$ cat config.mk
export PLATFORM = sky130hd
export DESIGN_NAME = tccp_top
export DESIGN_NICKNAME = d
export VERILOG_FILES = /design/src/tccp_pkg.sv /design/src/tccp_top.sv
export VERILOG_INCLUDE_DIRS = /design/src
export SDC_FILE = /design/constraint.sdc
export NUM_CORES = 1
export LEC_CHECK = 0
export BUFFER_PORTS_ARGS = -buffer_cell sky130_fd_sc_hd__buf_2
export CAP_MARGIN = 5
export CORE_AREA = 2 2 209 211
export DETAILED_ROUTE_END_ITERATION = 8
export DIE_AREA = 0 0 211 213
export PLACE_DENSITY = 0.67
export SYNTH_ARGS = -nofsm -noshare
export SYNTH_HDL_FRONTEND = slang
export SYNTH_SLANG_ARGS = --single-unit
$ cat constraint.sdc
create_clock -name CLK_IN -period 4.5 [get_ports CLK_IN]
set_clock_uncertainty 0.15 [all_clocks]
set_input_delay 0.225 -clock CLK_IN [delete_from_list [all_inputs] [get_ports CLK_IN]]
set_output_delay 0.225 -clock CLK_IN [all_outputs]
set_load 0.01 [all_outputs]
$ cat src/tccp_consts.svh
// Register offsets, field positions and reset values of the timer block
`ifndef TCCP_CONSTS_SVH
`define TCCP_CONSTS_SVH
`define TCCP_STS_ADDR 8'h00
`define TCCP_MASK_ADDR 8'h01
`define TCCP_UNIT_BASE 8'h10
`define TCCP_UNIT_STRIDE 8'h10
`define TCCP_CTRL_OFS 8'h00
`define TCCP_MOD_OFS 8'h01
`define TCCP_CNT_OFS 8'h02
`define TCCP_CH_BASE 8'h40
`define TCCP_CH_STRIDE 8'h02
`define TCCP_CHCTL_OFS 8'h00
`define TCCP_CHVAL_OFS 8'h01
`define TCCP_CTRL_CS_LSB 0
`define TCCP_CTRL_PS_LSB 2
`define TCCP_CTRL_CENTER_ALIGNED_PWM_BIT 5
`define TCCP_CHCTL_MODE_LSB 0
`define TCCP_CHCTL_CFG_LSB 2
`define TCCP_MOD_RST 16'h0000
`define TCCP_VAL_RST 16'h0000
`define TCCP_FULL_RANGE 16'hffff
`endif

$ cat src/tccp_pkg.sv
// Types shared by the timer block
package tccp_pkg;
   typedef struct packed {
      logic [7:0] addr;
      logic [15:0] wdata;
      logic wr;
      logic rd;
   } tccp_bus_t;
   typedef enum logic [1:0] {CS_OFF, CS_BUS, CS_FIXED, CS_EXT} tccp_clksrc_t;
   typedef enum logic [1:0] {MD_CAPTURE, MD_COMPARE, MD_PWM, MD_PWM_ALT} tccp_chmode_t;
endpackage : tccp_pkg

$ cat src/tccp_top.sv
// Two timer units (g_unit generate blocks) with capture, compare and PWM channels
`timescale 1ns/1ps
`include "tccp_consts.svh"
//
// Behaviour
// - Each unit times from own prescaled 16-bit counter
// - Two independent units: one and four channels
// - One bit per unit forces center-aligned PWM
// - Per-unit clock: bus, fixed, external pin
// - Prescaler divides by 1 to 128
// - Count up freely, or up/down when centered
// - Software 16-bit modulus bounds the counter
// - Per channel: capture, compare or edge PWM
// - Capture latches counter on chosen pin edge
// - Compare match sets, clears or toggles pin
// - PWM output polarity selectable per channel
// - Center-aligned PWM buffered on every channel
// - Interrupt per channel plus terminal count
// - Fixed clock is reference divided by two
// - One shared pin per channel
module tccp_top #(
   parameter int N_CH_A = 1,
   parameter int N_CH_B = 4,
   localparam int NCH = N_CH_A + N_CH_B
) (
   input wire logic CLK_IN,
   input wire logic RST_B_IN,
   input wire tccp_pkg::tccp_bus_t BUS_IN,
   output logic [15:0] RDATA_OUT,
   output logic IRQ_OUT,
   input wire logic FIXED_REF_IN,
   input wire logic [1:0] EXT_CLK_IN,
   input wire logic [NCH-1:0] CH_PIN_IN,
   output logic [NCH-1:0] CH_PIN_OUT,
   output logic [NCH-1:0] CH_PIN_OE_B_OUT
);
   import tccp_pkg::*;

   localparam int NIN = NCH + 3;
   localparam int NST = NCH + 2;
   logic [NST-1:0] sts_q;

   function automatic logic [7:0] unit_addr(input int u, input logic [7:0] ofs);
      return 8'(`TCCP_UNIT_BASE + u * `TCCP_UNIT_STRIDE) + ofs;
   endfunction : unit_addr

   function automatic logic [7:0] ch_addr(input int c, input logic [7:0] ofs);
      return 8'(`TCCP_CH_BASE + c * `TCCP_CH_STRIDE) + ofs;
   endfunction : ch_addr

   ////////////////////////////////////////////////////////////////////////////
   // Pin synchronisers: channel pins, external clock pins, reference
   logic [NIN-1:0] raw;
   logic [2:0] sync_q [NIN];
   logic [NIN-1:0] lvl_q;
   logic [NIN-1:0] rise;
   logic [NIN-1:0] fall;

   assign raw = {FIXED_REF_IN, EXT_CLK_IN, CH_PIN_IN};

   generate
      for (genvar i = 0; i < NIN; i++) begin : g_sync
         always_ff @(posedge CLK_IN or negedge RST_B_IN) begin
            if (!RST_B_IN) begin
               sync_q[i] <= 3'h0;
            end else begin
               sync_q[i] <= {sync_q[i][1:0], raw[i]};
            end
         end
         // A change counts only once the last two stages agree
         always_ff @(posedge CLK_IN or negedge RST_B_IN) begin
            if (!RST_B_IN) begin
               lvl_q[i] <= 1'b0;
            end else if (sync_q[i][2] == sync_q[i][1]) begin
               lvl_q[i] <= sync_q[i][2];
            end
         end
         assign rise[i] = (sync_q[i][2] == sync_q[i][1]) && sync_q[i][2] && !lvl_q[i];
         assign fall[i] = (sync_q[i][2] == sync_q[i][1]) && !sync_q[i][2] && lvl_q[i];
      end
   endgenerate

   // Fixed clock tick: every second rising edge of the reference
   logic fix_div_q;
   logic fix_tick;

   always_ff @(posedge CLK_IN or negedge RST_B_IN) begin
      if (!RST_B_IN) begin
         fix_div_q <= 1'b0;
      end else if (rise[NCH+2]) begin
         fix_div_q <= !fix_div_q;
      end
   end
   assign fix_tick = rise[NCH+2] && fix_div_q;

   ////////////////////////////////////////////////////////////////////////////
   // Timer units
   logic [1:0] cs_q [2];
   logic [2:0] ps_q [2];
   logic center_aligned_pwm_q [2];
   logic [15:0] mod_buf_q [2];
   logic [15:0] mod_q [2];
   logic [15:0] cnt_q [2];
   logic up_q [2];
   logic [6:0] pre_q [2];
   logic upd_q [2];
   logic src_tick [2];
   logic tick [2];
   logic tof_ev [2];
   logic load [2];
   logic [15:0] lim [2];

   generate
      for (genvar u = 0; u < 2; u++) begin : g_unit
         localparam logic [7:0] A_CTRL = unit_addr(u, `TCCP_CTRL_OFS);
         localparam logic [7:0] A_MOD = unit_addr(u, `TCCP_MOD_OFS);
         localparam logic [7:0] A_CNT = unit_addr(u, `TCCP_CNT_OFS);
         logic [6:0] div_mask;
         logic cnt_clr;

         assign cnt_clr = BUS_IN.wr && BUS_IN.addr == A_CNT;

         always_ff @(posedge CLK_IN or negedge RST_B_IN) begin
            if (!RST_B_IN) begin
               cs_q[u] <= 2'h0;
               ps_q[u] <= 3'h0;
               center_aligned_pwm_q[u] <= 1'b0;
            end else if (BUS_IN.wr && BUS_IN.addr == A_CTRL) begin
               cs_q[u] <= BUS_IN.wdata[`TCCP_CTRL_CS_LSB +: 2];
               ps_q[u] <= BUS_IN.wdata[`TCCP_CTRL_PS_LSB +: 3];
               center_aligned_pwm_q[u] <= BUS_IN.wdata[`TCCP_CTRL_CENTER_ALIGNED_PWM_BIT];
            end
         end

         always_comb begin
            unique case (tccp_clksrc_t'(cs_q[u]))
               CS_OFF: src_tick[u] = 1'b0;
               CS_BUS: src_tick[u] = 1'b1;
               CS_FIXED: src_tick[u] = fix_tick;
               CS_EXT: src_tick[u] = rise[NCH+u];
            endcase
         end

         // Prescaler taps 2^n, n from 0 to 7
         assign div_mask = 7'(8'(1) << ps_q[u]) - 7'h1;
         assign tick[u] = src_tick[u] && ((pre_q[u] & div_mask) == div_mask);

         always_ff @(posedge CLK_IN or negedge RST_B_IN) begin
            if (!RST_B_IN) begin
               pre_q[u] <= 7'h0;
            end else if (cnt_clr) begin
               pre_q[u] <= 7'h0;
            end else if (src_tick[u]) begin
               pre_q[u] <= pre_q[u] + 7'h1;
            end
         end

         // A modulus of zero means the full 16-bit range
         assign lim[u] = (mod_q[u] == 16'h0) ? `TCCP_FULL_RANGE : mod_q[u];
         assign tof_ev[u] = tick[u] && (center_aligned_pwm_q[u] ? (!up_q[u] && cnt_q[u] <= 16'h1)
                                                  : (cnt_q[u] >= lim[u]));
         // Stopped unit takes new values at once so setup needs no period
         assign load[u] = tof_ev[u] || cs_q[u] == 2'(CS_OFF);

         always_ff @(posedge CLK_IN or negedge RST_B_IN) begin
            if (!RST_B_IN) begin
               cnt_q[u] <= 16'h0;
               up_q[u] <= 1'b1;
            end else if (cnt_clr) begin
               cnt_q[u] <= 16'h0;
               up_q[u] <= 1'b1;
            end else if (tick[u]) begin
               if (!center_aligned_pwm_q[u]) begin
                  cnt_q[u] <= tof_ev[u] ? 16'h0 : cnt_q[u] + 16'h1;
                  up_q[u] <= 1'b1;
               end else if (up_q[u]) begin
                  if (cnt_q[u] >= lim[u]) begin
                     cnt_q[u] <= cnt_q[u] - 16'h1;
                     up_q[u] <= 1'b0;
                  end else begin
                     cnt_q[u] <= cnt_q[u] + 16'h1;
                  end
               end else if (tof_ev[u]) begin
                  cnt_q[u] <= 16'h0;
                  up_q[u] <= 1'b1;
               end else begin
                  cnt_q[u] <= cnt_q[u] - 16'h1;
               end
            end
         end

         always_ff @(posedge CLK_IN or negedge RST_B_IN) begin
            if (!RST_B_IN) begin
               mod_buf_q[u] <= `TCCP_MOD_RST;
               mod_q[u] <= `TCCP_MOD_RST;
            end else begin
               if (BUS_IN.wr && BUS_IN.addr == A_MOD) begin
                  mod_buf_q[u] <= BUS_IN.wdata;
               end
               if (load[u]) begin
                  mod_q[u] <= (BUS_IN.wr && BUS_IN.addr == A_MOD) ? BUS_IN.wdata
                                                                  : mod_buf_q[u];
               end
            end
         end

         always_ff @(posedge CLK_IN or negedge RST_B_IN) begin
            if (!RST_B_IN) begin
               upd_q[u] <= 1'b0;
            end else begin
               upd_q[u] <= tick[u] && !cnt_clr;
            end
         end

      end
   endgenerate

   ////////////////////////////////////////////////////////////////////////////
   // Channels: first N_CH_A belong to the one-channel unit
   logic [1:0] mode_q [NCH];
   logic [1:0] cfg_q [NCH];
   logic [15:0] val_q [NCH];
   logic [15:0] vbuf_q [NCH];
   logic [NCH-1:0] out_q;
   logic [NCH-1:0] ch_ev;
   logic [NCH-1:0] drive;

   generate
      for (genvar c = 0; c < NCH; c++) begin : g_ch
         localparam int U = (c < N_CH_A) ? 0 : 1;
         localparam logic [7:0] A_CTL = ch_addr(c, `TCCP_CHCTL_OFS);
         localparam logic [7:0] A_VAL = ch_addr(c, `TCCP_CHVAL_OFS);
         logic pwm_c;
         logic cap_ev;
         logic cmp_ev;
         logic val_wr;
         logic act;

         assign pwm_c = center_aligned_pwm_q[U] || mode_q[c][1];
         assign cap_ev = !pwm_c && mode_q[c] == 2'(MD_CAPTURE)
            && ((cfg_q[c][0] && rise[c]) || (cfg_q[c][1] && fall[c]));
         assign cmp_ev = upd_q[U] && cnt_q[U] == val_q[c];
         assign val_wr = BUS_IN.wr && BUS_IN.addr == A_VAL;
         assign act = cnt_q[U] < val_q[c];
         assign drive[c] = pwm_c || mode_q[c] == 2'(MD_COMPARE);
         assign ch_ev[c] = cap_ev || (drive[c] && cmp_ev);

         always_ff @(posedge CLK_IN or negedge RST_B_IN) begin
            if (!RST_B_IN) begin
               mode_q[c] <= 2'h0;
               cfg_q[c] <= 2'h0;
            end else if (BUS_IN.wr && BUS_IN.addr == A_CTL) begin
               mode_q[c] <= BUS_IN.wdata[`TCCP_CHCTL_MODE_LSB +: 2];
               cfg_q[c] <= BUS_IN.wdata[`TCCP_CHCTL_CFG_LSB +: 2];
            end
         end

         // PWM values wait in the buffer so a running period stays clean
         always_ff @(posedge CLK_IN or negedge RST_B_IN) begin
            if (!RST_B_IN) begin
               vbuf_q[c] <= `TCCP_VAL_RST;
               val_q[c] <= `TCCP_VAL_RST;
            end else begin
               if (val_wr) begin
                  vbuf_q[c] <= BUS_IN.wdata;
               end
               if (cap_ev) begin
                  val_q[c] <= cnt_q[U];
               end else if (!pwm_c && val_wr) begin
                  val_q[c] <= BUS_IN.wdata;
               end else if (pwm_c && load[U]) begin
                  val_q[c] <= val_wr ? BUS_IN.wdata : vbuf_q[c];
               end
            end
         end

         // cfg[0] set: active high PWM; compare: 1 clear, 2 set, else toggle
         always_ff @(posedge CLK_IN or negedge RST_B_IN) begin
            if (!RST_B_IN) begin
               out_q[c] <= 1'b0;
            end else if (pwm_c) begin
               out_q[c] <= act ^ !cfg_q[c][0];
            end else if (mode_q[c] == 2'(MD_COMPARE) && cmp_ev) begin
               unique case (cfg_q[c])
                  2'h1: out_q[c] <= 1'b0;
                  2'h2: out_q[c] <= 1'b1;
                  default: out_q[c] <= !out_q[c];
               endcase
            end
         end

      end
   endgenerate

   assign CH_PIN_OUT = out_q;
   assign CH_PIN_OE_B_OUT = ~drive;

   ////////////////////////////////////////////////////////////////////////////
   // Sticky status, write one to clear; a new event beats the clear
   logic [NST-1:0] mask_q;
   logic [NST-1:0] st_ev;
   logic [NST-1:0] st_clr;

   assign st_ev = {tof_ev[1], tof_ev[0], ch_ev};
   assign st_clr = (BUS_IN.wr && BUS_IN.addr == `TCCP_STS_ADDR) ? BUS_IN.wdata[NST-1:0]
                                                                : '0;

   always_ff @(posedge CLK_IN or negedge RST_B_IN) begin
      if (!RST_B_IN) begin
         sts_q <= '0;
      end else begin
         sts_q <= (sts_q & ~st_clr) | st_ev;
      end
   end

   always_ff @(posedge CLK_IN or negedge RST_B_IN) begin
      if (!RST_B_IN) begin
         mask_q <= '0;
      end else if (BUS_IN.wr && BUS_IN.addr == `TCCP_MASK_ADDR) begin
         mask_q <= BUS_IN.wdata[NST-1:0];
      end
   end

   assign IRQ_OUT = |(sts_q & mask_q);

   ////////////////////////////////////////////////////////////////////////////
   // Read port: data valid only in the cycle after the strobe
   logic [15:0] rd_d;
   logic [15:0] rdata_q;

   always_comb begin
      rd_d = 16'h0;
      if (BUS_IN.addr == `TCCP_STS_ADDR) begin
         rd_d = 16'(sts_q);
      end
      if (BUS_IN.addr == `TCCP_MASK_ADDR) begin
         rd_d = 16'(mask_q);
      end
      for (int u = 0; u < 2; u++) begin
         if (BUS_IN.addr == unit_addr(u, `TCCP_CTRL_OFS)) begin
            rd_d = {10'h0, center_aligned_pwm_q[u], ps_q[u], cs_q[u]};
         end
         if (BUS_IN.addr == unit_addr(u, `TCCP_MOD_OFS)) begin
            rd_d = mod_buf_q[u];
         end
         if (BUS_IN.addr == unit_addr(u, `TCCP_CNT_OFS)) begin
            rd_d = cnt_q[u];
         end
      end
      for (int c = 0; c < NCH; c++) begin
         if (BUS_IN.addr == ch_addr(c, `TCCP_CHCTL_OFS)) begin
            rd_d = {12'h0, cfg_q[c], mode_q[c]};
         end
         if (BUS_IN.addr == ch_addr(c, `TCCP_CHVAL_OFS)) begin
            rd_d = val_q[c];
         end
      end
   end

   always_ff @(posedge CLK_IN or negedge RST_B_IN) begin
      if (!RST_B_IN) begin
         rdata_q <= 16'h0;
      end else begin
         rdata_q <= BUS_IN.rd ? rd_d : 16'h0;
      end
   end

   assign RDATA_OUT = rdata_q;
endmodule : tccp_top

### Word-level counts from Yosys, hierarchy flattened

Cells that the tools add are included.

| word-level totals | value |
|---|---|
| logic and storage cells | 418 |
| output and inout bits | 27 |
| register bits after elaboration | 374 |
| input port bits | 36 |

| cells by class | value |
|---|---|
| bitwise gates (word level) | 12 |
| multiplexer cells | 93 |
| $add $sub $neg | 8 |
| order comparisons | 9 |
| shifts and indexed selects | 2 |
| eq/ne operators | 53 |
| reductions and logical operators | 178 |

Operators by type and width:

| operator | count |
|---|---|
| $mux W16 | 56 |
| $logic_and A1 B1 Y1 | 98 |
| $eq A16 B16 Y1 | 5 |
| $eq A8 B7 Y1 const B | 10 |
| $lt A16 B16 Y1 | 5 |
| $mux W7 | 6 |
| $logic_not A1 Y1 | 33 |
| $add A16 B1 Y16 const B | 2 |
| $ge A16 B16 Y1 | 2 |
| $le A16 B1 Y1 const B | 2 |
| $logic_not A16 Y1 | 2 |
| $sub A16 B1 Y16 const B | 2 |
| $and A7 B7 Y7 | 4 |
| $eq A2 B1 Y1 const B | 12 |
| $eq A8 B5 Y1 const B | 3 |
| $eq A8 B6 Y1 const B | 3 |
| $mux W1 | 24 |
| $logic_or A1 B1 Y1 | 22 |
| $eq A2 B2 Y1 const B | 9 |
| $reduce_bool A2 Y1 | 9 |
| $reduce_bool A3 Y1 | 5 |
| $add A7 B1 Y7 const B | 2 |
| $eq A7 B7 Y1 | 2 |
| $logic_not A2 Y1 | 7 |
| other kinds (12) | 30 |

### Logic depth before layout (Yosys ltp)

| depth | value |
|---|---|
| depth after elaboration | 20 |
| mapped depth | 16 |

### Worst setup path before layout

Ideal clock, no wire load.

| path | value |
|---|---|
| path kind | register -> register |
| from | register mod_q[3] in the netlist's numbering |
| to | register val_q[10] in the netlist's numbering |
| cell stages (with the launch flop) | 17 |
| path slack | 0.487 ns |
| data arrival time | 3.739 ns |
| cells stage by stage | dfrtp_1 -> nor4_1 -> and4_1 -> clkbuf_1 -> clkbuf_1 -> nor2_1 -> ha_1 -> or3_1 -> a211oi_1 -> o21ai_0 -> a211oi_1 -> or3b_4 -> o21ai_4 -> buf_12 -> o21ai_4 -> buf_4 -> mux2_2 |

| between the ends | value |
|---|---|
| cells in the longest elaborated chain, start to end | 8 |

RTL lines:

| element | RTL line | source |
|---|---|---|
| from (decl) | tccp_top.sv:102 | `logic [15:0] mod_q [2];` |
| from (signal, indexed assignment) | tccp_top.sv:195 | `` mod_q[u] <= `TCCP_MOD_RST; `` |
| from (signal, indexed assignment) | tccp_top.sv:201 | `mod_q[u] <= (BUS_IN.wr && BUS_IN.addr == A_MOD) ? BUS_IN.wdata` |
| $logic_not A16 Y1 | tccp_top.sv:159 | `` assign lim[u] = (mod_q[u] == 16'h0) ? `TCCP_FULL_RANGE : mod_q[u]; `` |
| $mux W16 * | tccp_top.sv:159 |  |
| $ge A16 B16 Y1 * | tccp_top.sv:161 | `: (cnt_q[u] >= lim[u]));` |
| $mux W1 * | tccp_top.sv:160 | `assign tof_ev[u] = tick[u] && (center_aligned_pwm_q[u] ? (!up_q[u] && cnt_q[u] <= 16'h1)` |
| $logic_and A1 B1 Y1 * | tccp_top.sv:160 |  |
| $logic_or A1 B1 Y1 * | tccp_top.sv:163 | `assign load[u] = tof_ev[u] \|\| cs_q[u] == 2'(CS_OFF);` |
| $logic_and A1 B1 Y1 * | tccp_top.sv:271 | `end else if (pwm_c && load[U]) begin` |
| $reduce_bool A3 Y1 (no line) * | n/a |  |
| to (signal, indexed assignment) | tccp_top.sv:268 | `val_q[c] <= cnt_q[U];` |
| to (signal, indexed assignment) | tccp_top.sv:270 | `val_q[c] <= BUS_IN.wdata;` |
| to (signal, indexed assignment) | tccp_top.sv:272 | `val_q[c] <= val_wr ? BUS_IN.wdata : vbuf_q[c];` |
| to (decl) | tccp_top.sv:222 | `logic [15:0] val_q [NCH];` |

Mark *: on every way between the ends. The rest lies on a longest branch, timed or not.
A chain may end at the register's enable or synchronous reset.

### Final worst setup path

| path | value |
|---|---|
| from | register mod_q[8] in the netlist's numbering |
| to | register val_q[26] in the netlist's numbering |

Same word-level chain as after synthesis.

==> results_dict.tcl <==
set metrics [dict create \
    async_flop_share_pct 100.0 \
    place_inst 2532 \
    fmax_ghz 0.2362 \
    drt-total-wl_um 62090 \
    dieWidth_um 211 \
    finalSetupViolations 0 \
    path_class "flop to flop" \
    antenna_cells 0 \
    start_kind "flop" \
    rr_endpoint "val_q[26]" \
    final_util_pct 55.82 \
    synthCells 1962 \
    dieArea_sq_um 44940 \
    initial_core_util_pct 49.55 \
    cts_max_level 2 \
    gp_congestion 0.9465 \
    crit_chain "nor4_1, and4_4, buf_4, nor2_1, ha_1, nand2_1, nor4_1, o221a_2, a211oi_1, or3b_4, o21ai_4, a2bb2oi_4, buf_4, mux2_2" \
    cp.required_ps 4780 \
    cts_root_buffer "clkbuf_16" \
    cts_sinks 374 \
    r2r_cells 14 \
    run_status "finished clean" \
    max_slew_margin_pct 19.58 \
    syn-cell-area_sq_um 21150 \
    area_growth_pct 12.66 \
    worstMarginPinSlew_ps 1206 \
    hold_ws_ps 39.93 \
    endpoint_kind "flop" \
    multi_input_area_sq_um 10920 \
    synth_common_cells "dfrtp_1, mux2_2, ha_1" \
    seqCellArea_sq_um 9361 \
    yosysMostFrequentCell "dfrtp_1" \
    synth_top_area_share_pct 44.01 \
    clkSlewWorstSetupHoldPaths_ps 60 \
    clk_path_buf_depth 3 \
    io_buffers 62 \
    viasPerCell 6.230 \
    io_pins 63 \
    ys_warn_count 0 \
    hpwlAfterDp_um 44780 \
    layout.cells.non_filler 2629 \
    synth-edff-count 0 \
    rows 76 \
    cts_tree "built" \
    critPathMaxFanout 16 \
    tns_ps 0 \
    synth_area_leaders "dfrtp_1, mux2_2, ha_1" \
    drtIter0Drc 1655 \
    startpoint "mod_q[8]" \
    worstHoldStart "BUS_IN[5]" \
    worstSkewPairLatency_ps 570 \
    num-nets-final 2229 \
    grt_pass1_wl_um 95390 \
    reg2reg_setup_slack_ps 270 \
    max_stage_delay_ps 470 \
    grtUsageTotal_pct 27.93 \
    drc 0 \
    finalCritPeriodShare_pct 94.07 \
    antenna_found_initial 0 \
    ys_seq_area_share_pct 44.25 \
    power.density_nw_per_um2 459.8 \
    final_max_slew_viol_count 0 \
    synth-seq-cells 374 \
    grt.overflow.total 0 \
    rsz0062_at_grt "false" \
    r2r_start "mod_q[8]" \
    wl_per_cell_um 23.62 \
    post-route-min-period_ps 4233 \
    synth_area_leader_cell "dfrtp_1" \
    ant_nets 0 \
    worst_path_max_delay_cell "or3b_4" \
    max_cap_violations 0 \
    grt_max_degree 102 \
    synth_ff_type "dfrtp_1" \
    syn-num-nets 2136 \
    num-fill-cells 3680 \
    core_sq_um 42700 \
    cts_buffers 43 \
    synth.distinct_cells 83 \
    crit_end "val_q[26]" \
    p_leak_nw 11.29 \
    first_global_vias 16170 \
    die_h_um 213 \
    hp-class "input port to flop" \
    dr.pass1.iters 8 \
    worstPathArrival_ps 4520 \
    drive_gt1_share_pct 24.39 \
    dr_total_vias 16380 \
    avgSynthCellArea_sq_um 10.78 \
    peakVddDrop_mv 0.2716 \
    hold_viol 0 \
]
[cell usage in the layout (no fill, tap or decap), types with 16 or more instances in the layout]
| cell | instances |
|---|---|
| or3_1 | 16 |
| a21o_1 | 31 |
| buf_2 | 61 |
| o21a_1 | 24 |
| clkbuf_16 | 43 |
| nor3_1 | 19 |
| o21ai_0 | 89 |
| inv_1 | 123 |
| nor2_1 | 117 |
| ha_1 | 138 |
| dlygate4sd3_1 | 24 |
| nand3_1 | 32 |
| a22oi_1 | 23 |
| mux2_2 | 273 |
| dfrtp_1 | 372 |
| nand4_1 | 30 |
| a31oi_1 | 27 |
| a222oi_1 | 16 |
| a21oi_1 | 75 |
| mux2i_1 | 74 |
| buf_4 | 50 |
| nor4_1 | 16 |
| nand2_1 | 135 |
[flip-flops by register name, summed over array words and instances, names as in the netlist]
register and count:
vbuf_q 80, center_aligned_pwm_q 2, RDATA_OUT 16, upd_q 2, up_q 2, mod_q 32
sts_q 7, mode_q 10, CH_PIN_OUT 5, sync_q 24, val_q 80, mask_q 7
cnt_q 32, cs_q 4, fix_div_q 1, lvl_q 8, cfg_q 10, ps_q 6
mod_buf_q 32, pre_q 14
[cell families (layout without fill, tap and decap cells)]
| logic type | after synthesis | after routing | share of synthesized area [%] |
|---|---|---|---|
| compound gates | 405 | 405 | 13.30 |
| xor+xnor | 16 | 16 | 0.6625 |
| fa+ha+maj | 138 | 138 | 8.162 |
| buf+inv | 216 | 337 | 4.176 |
| flops | 374 | 374 | 44.25 |
| mux | 356 | 356 | 18.67 |
| simple gates | 457 | 457 | 10.77 |
[worst min-delay path by stage]
stage	endpoint	slack, ps	cells after the start
finish	sts_q[3]	40	3
global route	sts_q[3]	40	3
CTS	sts_q[3]	30	3
detailed placement	vbuf_q[42]	170	1
global placement	vbuf_q[42]	170	1
floorplan	CH_PIN_OUT[0]	-220	0
[per-stage QoR]
stage	instance area, sq um	power [mW]	setup slack (ps)
after detailed placement	22170	7.349	197.8
after global placement	22170	7.239	248.7
final	23830	10.96	267.0
after floorplan	21150	6.187	486.5
after global routing	23830	11.52	30.70
after CTS	23820	10.94	187.3
[metal layers]
layer | vias up | GRT usage (%) | share of wire [%]
met3 | 166 | 5.221 | 7.3
met1 | 8170 | 38.30 | 44
li1 | 7357 | - | -
met4 | 0 | 11.80 | 4.0
met2 | 686 | 43.59 | 45
met5 | - | 0 | 0
[power breakdown]
| group | switching [mW] | internal, mW |
|---|---|---|
| Combinational | 1.86 | 1.32 |
| Clock | 1.42 | 2.12 |
| Sequential | 0.480 | 3.74 |
| Total | 3.76 | 7.19 |
[worst max-delay path, delay by kind of cell (launching register included)]
kind,cells,cell delay [ps]
flops,1,390
buf+inv,2,440
fa+ha+maj,1,300
simple gates,6,1700
compound gates,4,730
mux,1,370
[repair_timing]
| action | in CTS | in global routing |
|---|---|---|
| hold buffers | 24 | 0 |
| resized for setup | 0 | 4 |
| buffers inserted | 0 | 0 |
| endpoints found under the setup margin | 0 | 56 |
| hold endpoints to repair | 170 | 0 |
[cell type report]
| cell class | instances | share of cell area (%) |
|---|---|---|
| Clock buffer | 59 | 5.145 |
| Sequential cell | 374 | 39.28 |
| Multi-Input combinational cell | 1372 | 45.84 |
| Tap cell | 546 | 2.866 |
| Clock inverter | 14 | 0.7612 |
| Inverter | 125 | 1.969 |
| Timing Repair Buffer | 139 | 4.142 |
(Power assumes the default switching activity.)
